## src/pkg/tccd_pkg.sv

```systemverilog
/*
 * Constants, state encodings and the packed state record for the
 * connector detection and role-toggle block.
 * Assumes a single 10 MHz core clock and that the serial target logic
 * that holds the control bits runs on that same clock.
 */
package tccd_pkg;

   //==========================================================
   // Clock and timing
   localparam int CLK_MHZ       = 10;
   localparam int TOG_DWELL_US  = 2000;
   localparam int TOG_DWELL_CYC = TOG_DWELL_US * CLK_MHZ;
   localparam int DWELL_W       = 16;

   //==========================================================
   // Toggle modes, roles, codes
   localparam logic [1:0] MODE_DRP      = 2'h1;
   localparam logic [1:0] MODE_SRC      = 2'h2;
   localparam logic [1:0] MODE_SNK      = 2'h3;
   localparam logic [2:0] ROLE_NONE     = 3'h0;
   localparam logic [2:0] ROLE_SRC_L1   = 3'h1;
   localparam logic [2:0] ROLE_SRC_L2   = 3'h2;
   localparam logic [2:0] ROLE_SNK_L1   = 3'h5;
   localparam logic [2:0] ROLE_SNK_L2   = 3'h6;
   localparam logic [1:0] LVL_RA        = 2'h0;
   localparam logic [1:0] LVL_1A5       = 2'h2;
   localparam logic [1:0] LVL_3A0       = 2'h3;
   localparam logic [5:0] DAC_3A0_CHECK = 6'h34;
   localparam logic [1:0] ADVERT_RESET  = 2'h1;

   //==========================================================
   // Comparator sample bits and interrupt flag bits
   localparam int CMP_W  = 4;
   localparam int CMP_DAC = 2;
   localparam int CMP_VB  = 3;
   localparam int IRQ_W    = 4;
   localparam int IRQ_LVL  = 0;
   localparam int IRQ_CMP  = 1;
   localparam int IRQ_VB   = 2;
   localparam int IRQ_DONE = 3;

   //==========================================================
   // Toggle engine states, one-hot
   typedef enum logic [5:0] {
      TS_IDLE = 6'h01,
      TS_SRC1 = 6'h02,
      TS_SRC2 = 6'h04,
      TS_SNK1 = 6'h08,
      TS_SNK2 = 6'h10,
      TS_DONE = 6'h20
   } tccd_state_t;

   typedef struct packed {
      tccd_state_t          st;
      logic [DWELL_W-1:0]   dwell;
      logic [CMP_W-1:0]     sync1;
      logic [CMP_W-1:0]     sync2;
      logic [CMP_W-1:0]     prev;
      logic [IRQ_W-1:0]     flags;
      logic                 int_drive;
      logic                 int_n;
      logic [1:0]           pd;
      logic [1:0]           pu;
      logic [1:0]           meas;
      logic                 measure_bus_power_select;
      logic [5:0]           dac;
      logic [1:0]           advert;
      logic [2:0]           role;
      logic [1:0]           level;
      logic                 vbus_ok;
      logic [1:0]           vconn;
      logic [3:0]           power_domain_enables;
   } tccd_regs_t;

endpackage : tccd_pkg

```

## src/core/tccd_core.sv

```systemverilog
/*
 * Connector detection and role-toggle logic: comparator sampling,
 * sticky interrupt flags with mask, open-drain interrupt pin, the
 * autonomous toggle engine and the source current advertisement.
 * Assumes control bits come from serial target logic on core_clk_i and
 * comparator outputs arrive asynchronously from the analog front end.
 */
`timescale 1ns/100ps
module tccd_core #(
   parameter int DWELL_CYCLES = tccd_pkg::TOG_DWELL_CYC
) (
   // Clock and reset
   input  wire logic        core_clk_i,
   input  wire logic        nrst_i,
   // Analog comparators, asynchronous
   input  wire logic [1:0]  cc_level_code_i,
   input  wire logic        dac_comp_i,
   input  wire logic        bus_power_valid_i,
   // Toggle control
   input  wire logic        toggle_enable_i,
   input  wire logic [1:0]  toggle_mode_i,
   // Manual termination control
   input  wire logic        cc1_pulldown_enable_i,
   input  wire logic        cc2_pulldown_enable_i,
   input  wire logic        cc1_pullup_enable_i,
   input  wire logic        cc2_pullup_enable_i,
   input  wire logic        measure_line1_select_i,
   input  wire logic        measure_line2_select_i,
   input  wire logic        measure_bus_power_select_i,
   input  wire logic        manual_attach_i,
   // Other configuration
   input  wire logic [5:0]  dac_level_i,
   input  wire logic [1:0]  source_current_advert_i,
   input  wire logic        cable_power_switch_line1_i,
   input  wire logic        cable_power_switch_line2_i,
   input  wire logic [3:0]  power_domain_enables_i,
   // Interrupt mask and clear
   input  wire logic [3:0]  irq_mask_i,
   input  wire logic [3:0]  irq_clear_i,
   // Termination outputs
   output logic             cc1_pulldown_enable_o,
   output logic             cc2_pulldown_enable_o,
   output logic             cc1_pullup_enable_o,
   output logic             cc2_pullup_enable_o,
   output logic             measure_line1_select_o,
   output logic             measure_line2_select_o,
   output logic             measure_bus_power_select_o,
   output logic [5:0]       dac_level_o,
   output logic [1:0]       pullup_current_o,
   output logic             cable_power_switch_line1_o,
   output logic             cable_power_switch_line2_o,
   output logic [3:0]       power_domain_enables_o,
   // Status
   output logic [3:0]       irq_flags_o,
   output logic [2:0]       role_search_state_o,
   output logic [1:0]       cc_level_code_o,
   output logic             bus_power_valid_o,
   // Open-drain interrupt pin
   output logic             int_n_o,
   output logic             int_n_oe_o
);

   localparam logic [tccd_pkg::DWELL_W-1:0] DWELL_LAST =
      tccd_pkg::DWELL_W'(DWELL_CYCLES - 1);

   tccd_pkg::tccd_regs_t s;
   tccd_pkg::tccd_regs_t next_s;

   logic                        dwell_end;
   logic                        attached_src;
   logic [tccd_pkg::IRQ_W-1:0]  irq_set;
   logic [tccd_pkg::IRQ_W-1:0]  flags_nx;

   //==========================================================
   // Next-state logic
   always_comb begin
      next_s    = s;
      dwell_end = (s.dwell == DWELL_LAST);
      irq_set   = '0;

      // Two-stage capture of the analog comparators
      next_s.sync1 = {bus_power_valid_i, dac_comp_i, cc_level_code_i};
      next_s.sync2 = s.sync1;
      next_s.prev  = s.sync2;

      // Any fixed-comparator change flags both level and compare
      if (s.sync2[1:0] != s.prev[1:0]) begin
         irq_set[tccd_pkg::IRQ_LVL] = 1'b1;
         irq_set[tccd_pkg::IRQ_CMP] = 1'b1;
      end
      if (s.sync2[tccd_pkg::CMP_DAC] != s.prev[tccd_pkg::CMP_DAC]) begin
         irq_set[tccd_pkg::IRQ_CMP] = 1'b1;
      end
      if (s.sync2[tccd_pkg::CMP_VB] != s.prev[tccd_pkg::CMP_VB]) begin
         irq_set[tccd_pkg::IRQ_VB] = 1'b1;
      end
      next_s.vbus_ok = s.sync2[tccd_pkg::CMP_VB];

      // 3.0 A reported as 1.5 A when the DAC at the check setting reads high
      if (s.sync2[1:0] == tccd_pkg::LVL_3A0 && s.dac == tccd_pkg::DAC_3A0_CHECK
          && s.sync2[tccd_pkg::CMP_DAC]) begin
         next_s.level = tccd_pkg::LVL_1A5;
      end else begin
         next_s.level = s.sync2[1:0];
      end

      // Toggle engine
      next_s.dwell = s.dwell + 1'b1;
      unique case (s.st)
         tccd_pkg::TS_IDLE: begin
            if (toggle_enable_i) begin
               next_s.st = (toggle_mode_i == tccd_pkg::MODE_SNK) ?
                           tccd_pkg::TS_SNK1 : tccd_pkg::TS_SRC1;
            end
         end
         tccd_pkg::TS_SRC1, tccd_pkg::TS_SRC2: begin
            // Line pulled below threshold means a sink sits on it
            if (dwell_end && !s.sync2[tccd_pkg::CMP_DAC]) begin
               next_s.st   = tccd_pkg::TS_DONE;
               next_s.role = (s.st == tccd_pkg::TS_SRC1) ?
                             tccd_pkg::ROLE_SRC_L1 : tccd_pkg::ROLE_SRC_L2;
               irq_set[tccd_pkg::IRQ_DONE] = 1'b1;
            end else if (dwell_end && s.st == tccd_pkg::TS_SRC1) begin
               next_s.st = tccd_pkg::TS_SRC2;
            end else if (dwell_end) begin
               next_s.st = (toggle_mode_i == tccd_pkg::MODE_DRP) ?
                           tccd_pkg::TS_SNK1 : tccd_pkg::TS_SRC1;
            end
         end
         tccd_pkg::TS_SNK1, tccd_pkg::TS_SNK2: begin
            // Any level above Ra means a source pull-up is present
            if (dwell_end && s.sync2[1:0] != tccd_pkg::LVL_RA) begin
               next_s.st   = tccd_pkg::TS_DONE;
               next_s.role = (s.st == tccd_pkg::TS_SNK1) ?
                             tccd_pkg::ROLE_SNK_L1 : tccd_pkg::ROLE_SNK_L2;
               irq_set[tccd_pkg::IRQ_DONE] = 1'b1;
            end else if (dwell_end && s.st == tccd_pkg::TS_SNK1) begin
               next_s.st = tccd_pkg::TS_SNK2;
            end else if (dwell_end) begin
               next_s.st = (toggle_mode_i == tccd_pkg::MODE_DRP) ?
                           tccd_pkg::TS_SRC1 : tccd_pkg::TS_SNK1;
            end
         end
         tccd_pkg::TS_DONE: begin
            next_s.st = tccd_pkg::TS_DONE;
         end
         default: begin
            next_s.st = tccd_pkg::TS_IDLE;
         end
      endcase
      if (!toggle_enable_i) begin
         next_s.st   = tccd_pkg::TS_IDLE;
         next_s.role = tccd_pkg::ROLE_NONE;
      end
      if (next_s.st != s.st) begin
         next_s.dwell = '0;
      end

      // Terminations follow the state being entered
      next_s.measure_bus_power_select = 1'b0;
      unique case (next_s.st)
         tccd_pkg::TS_SRC1: begin
            next_s.pu = 2'b01;
            next_s.pd = 2'b00;
            next_s.meas = 2'b01;
         end
         tccd_pkg::TS_SRC2: begin
            next_s.pu = 2'b10;
            next_s.pd = 2'b00;
            next_s.meas = 2'b10;
         end
         tccd_pkg::TS_SNK1: begin
            next_s.pu = 2'b00;
            next_s.pd = 2'b11;
            next_s.meas = 2'b01;
         end
         tccd_pkg::TS_SNK2: begin
            next_s.pu = 2'b00;
            next_s.pd = 2'b11;
            next_s.meas = 2'b10;
         end
         tccd_pkg::TS_DONE: begin
            // Hold the winning presentation for the final manual check
            next_s.meas = next_s.role[1:0];
            next_s.pu   = next_s.role[2] ? 2'b00 : next_s.role[1:0];
            next_s.pd   = next_s.role[2] ? 2'b11 : 2'b00;
         end
         default: begin
            next_s.pu = {cc2_pullup_enable_i, cc1_pullup_enable_i};
            next_s.pd = {cc2_pulldown_enable_i, cc1_pulldown_enable_i};
            // Routing the DAC to bus power frees both line selects
            next_s.measure_bus_power_select = measure_bus_power_select_i;
            next_s.meas = measure_bus_power_select_i ? 2'b00 :
                          {measure_line2_select_i, measure_line1_select_i};
         end
      endcase

      // Advertised current: held until a sink is seen or manual attach is set in idle, then tracks live
      attached_src = (next_s.st == tccd_pkg::TS_DONE && !next_s.role[2]) ||
                     (next_s.st == tccd_pkg::TS_IDLE && manual_attach_i);
      if (attached_src) begin
         next_s.advert = source_current_advert_i;
      end

      // Configuration taken from the serial target logic
      next_s.dac   = dac_level_i;
      next_s.vconn = {cable_power_switch_line2_i, cable_power_switch_line1_i};
      next_s.power_domain_enables   = power_domain_enables_i;

      // Set wins over a clear in the same cycle
      flags_nx         = (s.flags & ~irq_clear_i) | irq_set;
      next_s.flags     = flags_nx;
      next_s.int_drive = |(flags_nx & ~irq_mask_i);
      next_s.int_n     = !next_s.int_drive;
   end

   //==========================================================
   // State register
   always_ff @(posedge core_clk_i) begin
      if (!nrst_i) begin
         s           <= '0;
         s.st        <= tccd_pkg::TS_IDLE;
         s.int_n     <= 1'b1;
         s.advert    <= tccd_pkg::ADVERT_RESET;
      end else begin
         s <= next_s;
      end
   end

   //==========================================================
   // Outputs
   assign cc1_pulldown_enable_o      = s.pd[0];
   assign cc2_pulldown_enable_o      = s.pd[1];
   assign cc1_pullup_enable_o        = s.pu[0];
   assign cc2_pullup_enable_o        = s.pu[1];
   assign measure_line1_select_o     = s.meas[0];
   assign measure_line2_select_o     = s.meas[1];
   assign measure_bus_power_select_o = s.measure_bus_power_select;
   assign dac_level_o                = s.dac;
   assign pullup_current_o           = s.advert;
   assign cable_power_switch_line1_o = s.vconn[0];
   assign cable_power_switch_line2_o = s.vconn[1];
   assign power_domain_enables_o     = s.power_domain_enables;
   assign irq_flags_o                = s.flags;
   assign role_search_state_o        = s.role;
   assign cc_level_code_o            = s.level;
   assign bus_power_valid_o          = s.vbus_ok;
   assign int_n_o                    = s.int_n;
   assign int_n_oe_o                 = s.int_drive;
endmodule : tccd_core

```

## config.mk

```make
export PLATFORM = sky130hd
export DESIGN_NAME = tccd_core
export DESIGN_NICKNAME = d
export VERILOG_FILES = /design/src/pkg/tccd_pkg.sv /design/src/core/tccd_core.sv
export SDC_FILE = /design/constraint.sdc
export NUM_CORES = 1
export LEC_CHECK = 0
export ABC_AREA = 1
export ABC_CLOCK_PERIOD_IN_PS = 5780
export BUFFER_PORTS_ARGS = -buffer_cell sky130_fd_sc_hd__buf_2
export CAP_MARGIN = 40
export CORE_UTILIZATION = 30
export CTS_BUF_LIST = sky130_fd_sc_hd__clkbuf_4
export DETAILED_ROUTE_END_ITERATION = 12
export SLEW_MARGIN = 20
export SYNTH_ARGS = -nofsm -noshare
export SYNTH_HDL_FRONTEND = slang
export SYNTH_SLANG_ARGS = --single-unit
```

## constraint.sdc

```tcl
create_clock -name core_clk_i -period 5.78 [get_ports core_clk_i]
set_input_delay 1.156 -clock core_clk_i [delete_from_list [all_inputs] [get_ports core_clk_i]]
set_output_delay 1.156 -clock core_clk_i [all_outputs]
set_load 0.02 [all_outputs]
```

==> impl_metrics.toml <==
[outcome]
status = "completed"

[sta]
finalSetupTns_ns = 0
drv_slew = 0
max_freq_mhz = 411.2
setup_viol = 0
skew_ns = 0.01051
rsz0062_at_grt = "no"
min_period_ns = 2.432
slew_headroom_pct = 57.59
timing.final.ws_setup_ns = 3.348
fin_crit_sh_pct = 42.08
hold_viol_final = 0
tightest_slew_ns = 0.6362

[clock_tree]
clkTransAtPathRegs_ns = 0.12
root_buffer = "clkbuf_4"
cts_resized = 0
insertion_delay_ns = 0.43
postCtsSetupRepairBufs = 0
cts_tree = "done"
clk_path_buf_depth = 2
ctsHoldBuffers = 0
cts_htree_levels = 3
clock_sinks = 66
numCtsBuffers = 9

[grt]
grt_usage_pct = 13.51
grt_start_max_net_pins = 38
antenna_found_initial = 0
grt_overflow_total = 0
grt_pass1_wl_mm = 10.85
grt_pass1_vias = 2368

[worst_setup_path]
crit_required_ns = 6.15
crit_chain = "ha_1 -> nand3_1 -> nor2_1 -> nand2_1 -> inv_1 -> nand3_1 -> nand3_1 -> nand2_1 -> xor2_1 -> nand2_1 -> nor2_1 -> nand2_2 -> nor2_1"
cpMaxStageDelayCell = "dfxtp_1"
path_delay_family = "simple AND/OR/NAND/NOR gates"
crit_path_max_incr_delay_ns = 0.37
worst-endpoint-arrival_ns = 2.80
crit_path_start_kind = "register"
crit_buf_inv = 1
crit_fanout = 16
worst_setup_path_end_kind = "register"
path_class = "register to register"

[place]
portBuffers = 71
place_congestion = 0.8520
dp_hpwl_mm = 4.785
placed_area_sq_mm = 0.003372
place_ws_ns = 3.030

[cells_and_area]
nets = 517
mostFrequentLayoutCell = "nand2_1"
syn_to_final_growth_pct = 16.14
fin_util_pct = 36.03
final_cell_mix = "nand2_1 (92), inv_1 (79), buf_2 (71)"
num_antenna_cells = 0
stdcell_area_sq_mm = 0.003538
drive_above_1_share_pct = 22.82

[synthesis]
ys_seq_elements = 66
ys.warnings.count = 0
syn-num-nets = 463
avgSynthCellArea_sq_um = 7.203
synth.distinct_cells = 35
synthCells = 423
ys_seq_area_share_pct = 43.37
syn_area_sq_mm = 0.003047

[power_and_ir_drop]
powerDensity_mw_per_mm2 = 267.6
vdd_ir_drop_max_mv = 0.1670
cellLeakagePower_uw = 0.001871
p_total_uw = 946.8

[die]
die_h_um = 102.8
coreArea_sq_mm = 0.009819
initial_core_util_pct = 31.03
ios = 72
fp.dieW_um = 102.8
num_rows = 36
dieArea_sq_mm = 0.01056

[flow_run]
cap_violations = 0

[hold_path]
hp-class = "register to register"

[routing]
drc = 0
ant_nets = 0
vias_per_cell = 4.215
wl_per_cell_um = 10.47
drt_first_pass_iters = 4
drt_iter0_drc = 118
wl_mm = 6.436
dr_total_vias = 2592
==> flip-flops by register name, indices dropped and copies added (netlist names), 2 cells and up <==
signal and flops:
pullup_current_o 2, irq_flags_o 4, s 26, power_domain_enables_o 4, next_s 8, dac_level_o 6, role_search_state_o 3, cc_level_code_o 2
==> per-layer routing <==
metal | track usage, % | vias to the layer above | share of wire, %
met3 | 5.695 | 17 | 7.2
met1 | 16.49 | 1129 | 47
met2 | 20.77 | 72 | 44
li1 | - | 1374 | -
met4 | 5.959 | 0 | 2.1
met5 | 0 | - | 0
==> final timing paths <==
path                                  from         end  slack (ns)  cells after the start
worst max-delay path                 s[45]       s[49]        3.35                     13
worst min-delay path            next_s[37]  next_s[33]        0.41                      2
worst max register to register       s[45]       s[49]        3.35                     13
worst min register to register  next_s[37]  next_s[33]        0.41                      2
==> power breakdown <==
group          total [uW]  internal (uW)  switching (uW)
logic                 100           35.2            65.2
clock network         365            178             187
registers             482            473            8.33
==> per-stage QoR <==
stage               hold slack (ns)  cells
floorplan                    0.3905    423
global placement             0.3931    599
detailed placement           0.3954    599
CTS                          0.4131    615
global route                 0.4177    615
finish                       0.4112    615
==> Yosys cell counts (all sizes together) <==
| cell | count | area [sq um] |
|---|---|---|
| clkbuf | 2 | 11.26 |
| a21oi | 7 | 35.03 |
| buf | 26 | 185.2 |
| nand4 | 9 | 56.30 |
| nand3 | 28 | 145.1 |
| nor2 | 58 | 257.8 |
| o41ai | 1 | 8.760 |
| o21ai | 14 | 73.82 |
| o21bai | 1 | 7.510 |
| and3 | 1 | 6.260 |
| ha | 1 | 12.51 |
| nand3b | 3 | 22.52 |
| or2 | 1 | 6.260 |
| dfxtp | 66 | 1321 |
| xor2 | 12 | 105.1 |
| nand2 | 97 | 376.6 |
| inv | 79 | 296.5 |
| nor3 | 4 | 20.02 |
| o211ai | 2 | 15.01 |
| a31oi | 2 | 12.51 |
| nor3b | 1 | 7.510 |
| xnor2 | 5 | 43.79 |
| clkinv | 1 | 5.000 |
| nor4 | 1 | 6.260 |
| o2111ai | 1 | 8.760 |
==> worst min-delay path, delay by kind of cell (launching register included) <==
family	cells	cell delay, ns
DFF	1	0.31
buffers and inverters	1	0.03
and+or+nand+nor	1	0.05
==> logic make-up (layout without fill, tap and decap cells) <==
group           count (synthesis)  after routing  synth area share, %
compound gates                 28             28                5.298
xor+xnor                       17             17                4.887
fa+ha+maj                       1              1               0.4106
buf+inv                       108            167                16.34
flops                          66             66                43.37
simple gates                  203            203                29.69
==> layout make-up <==
type,instances,area [sq um]
Multi-Input combinational cell,249,1227
Tap cell,133,166.4
Fill cell,1105,6281
Clock buffer,9,67.56
Inverter,80,301.5
Clock inverter,7,98.84
Sequential cell,66,1321
Timing Repair Buffer,71,355.3
(Power assumes the default switching activity.)
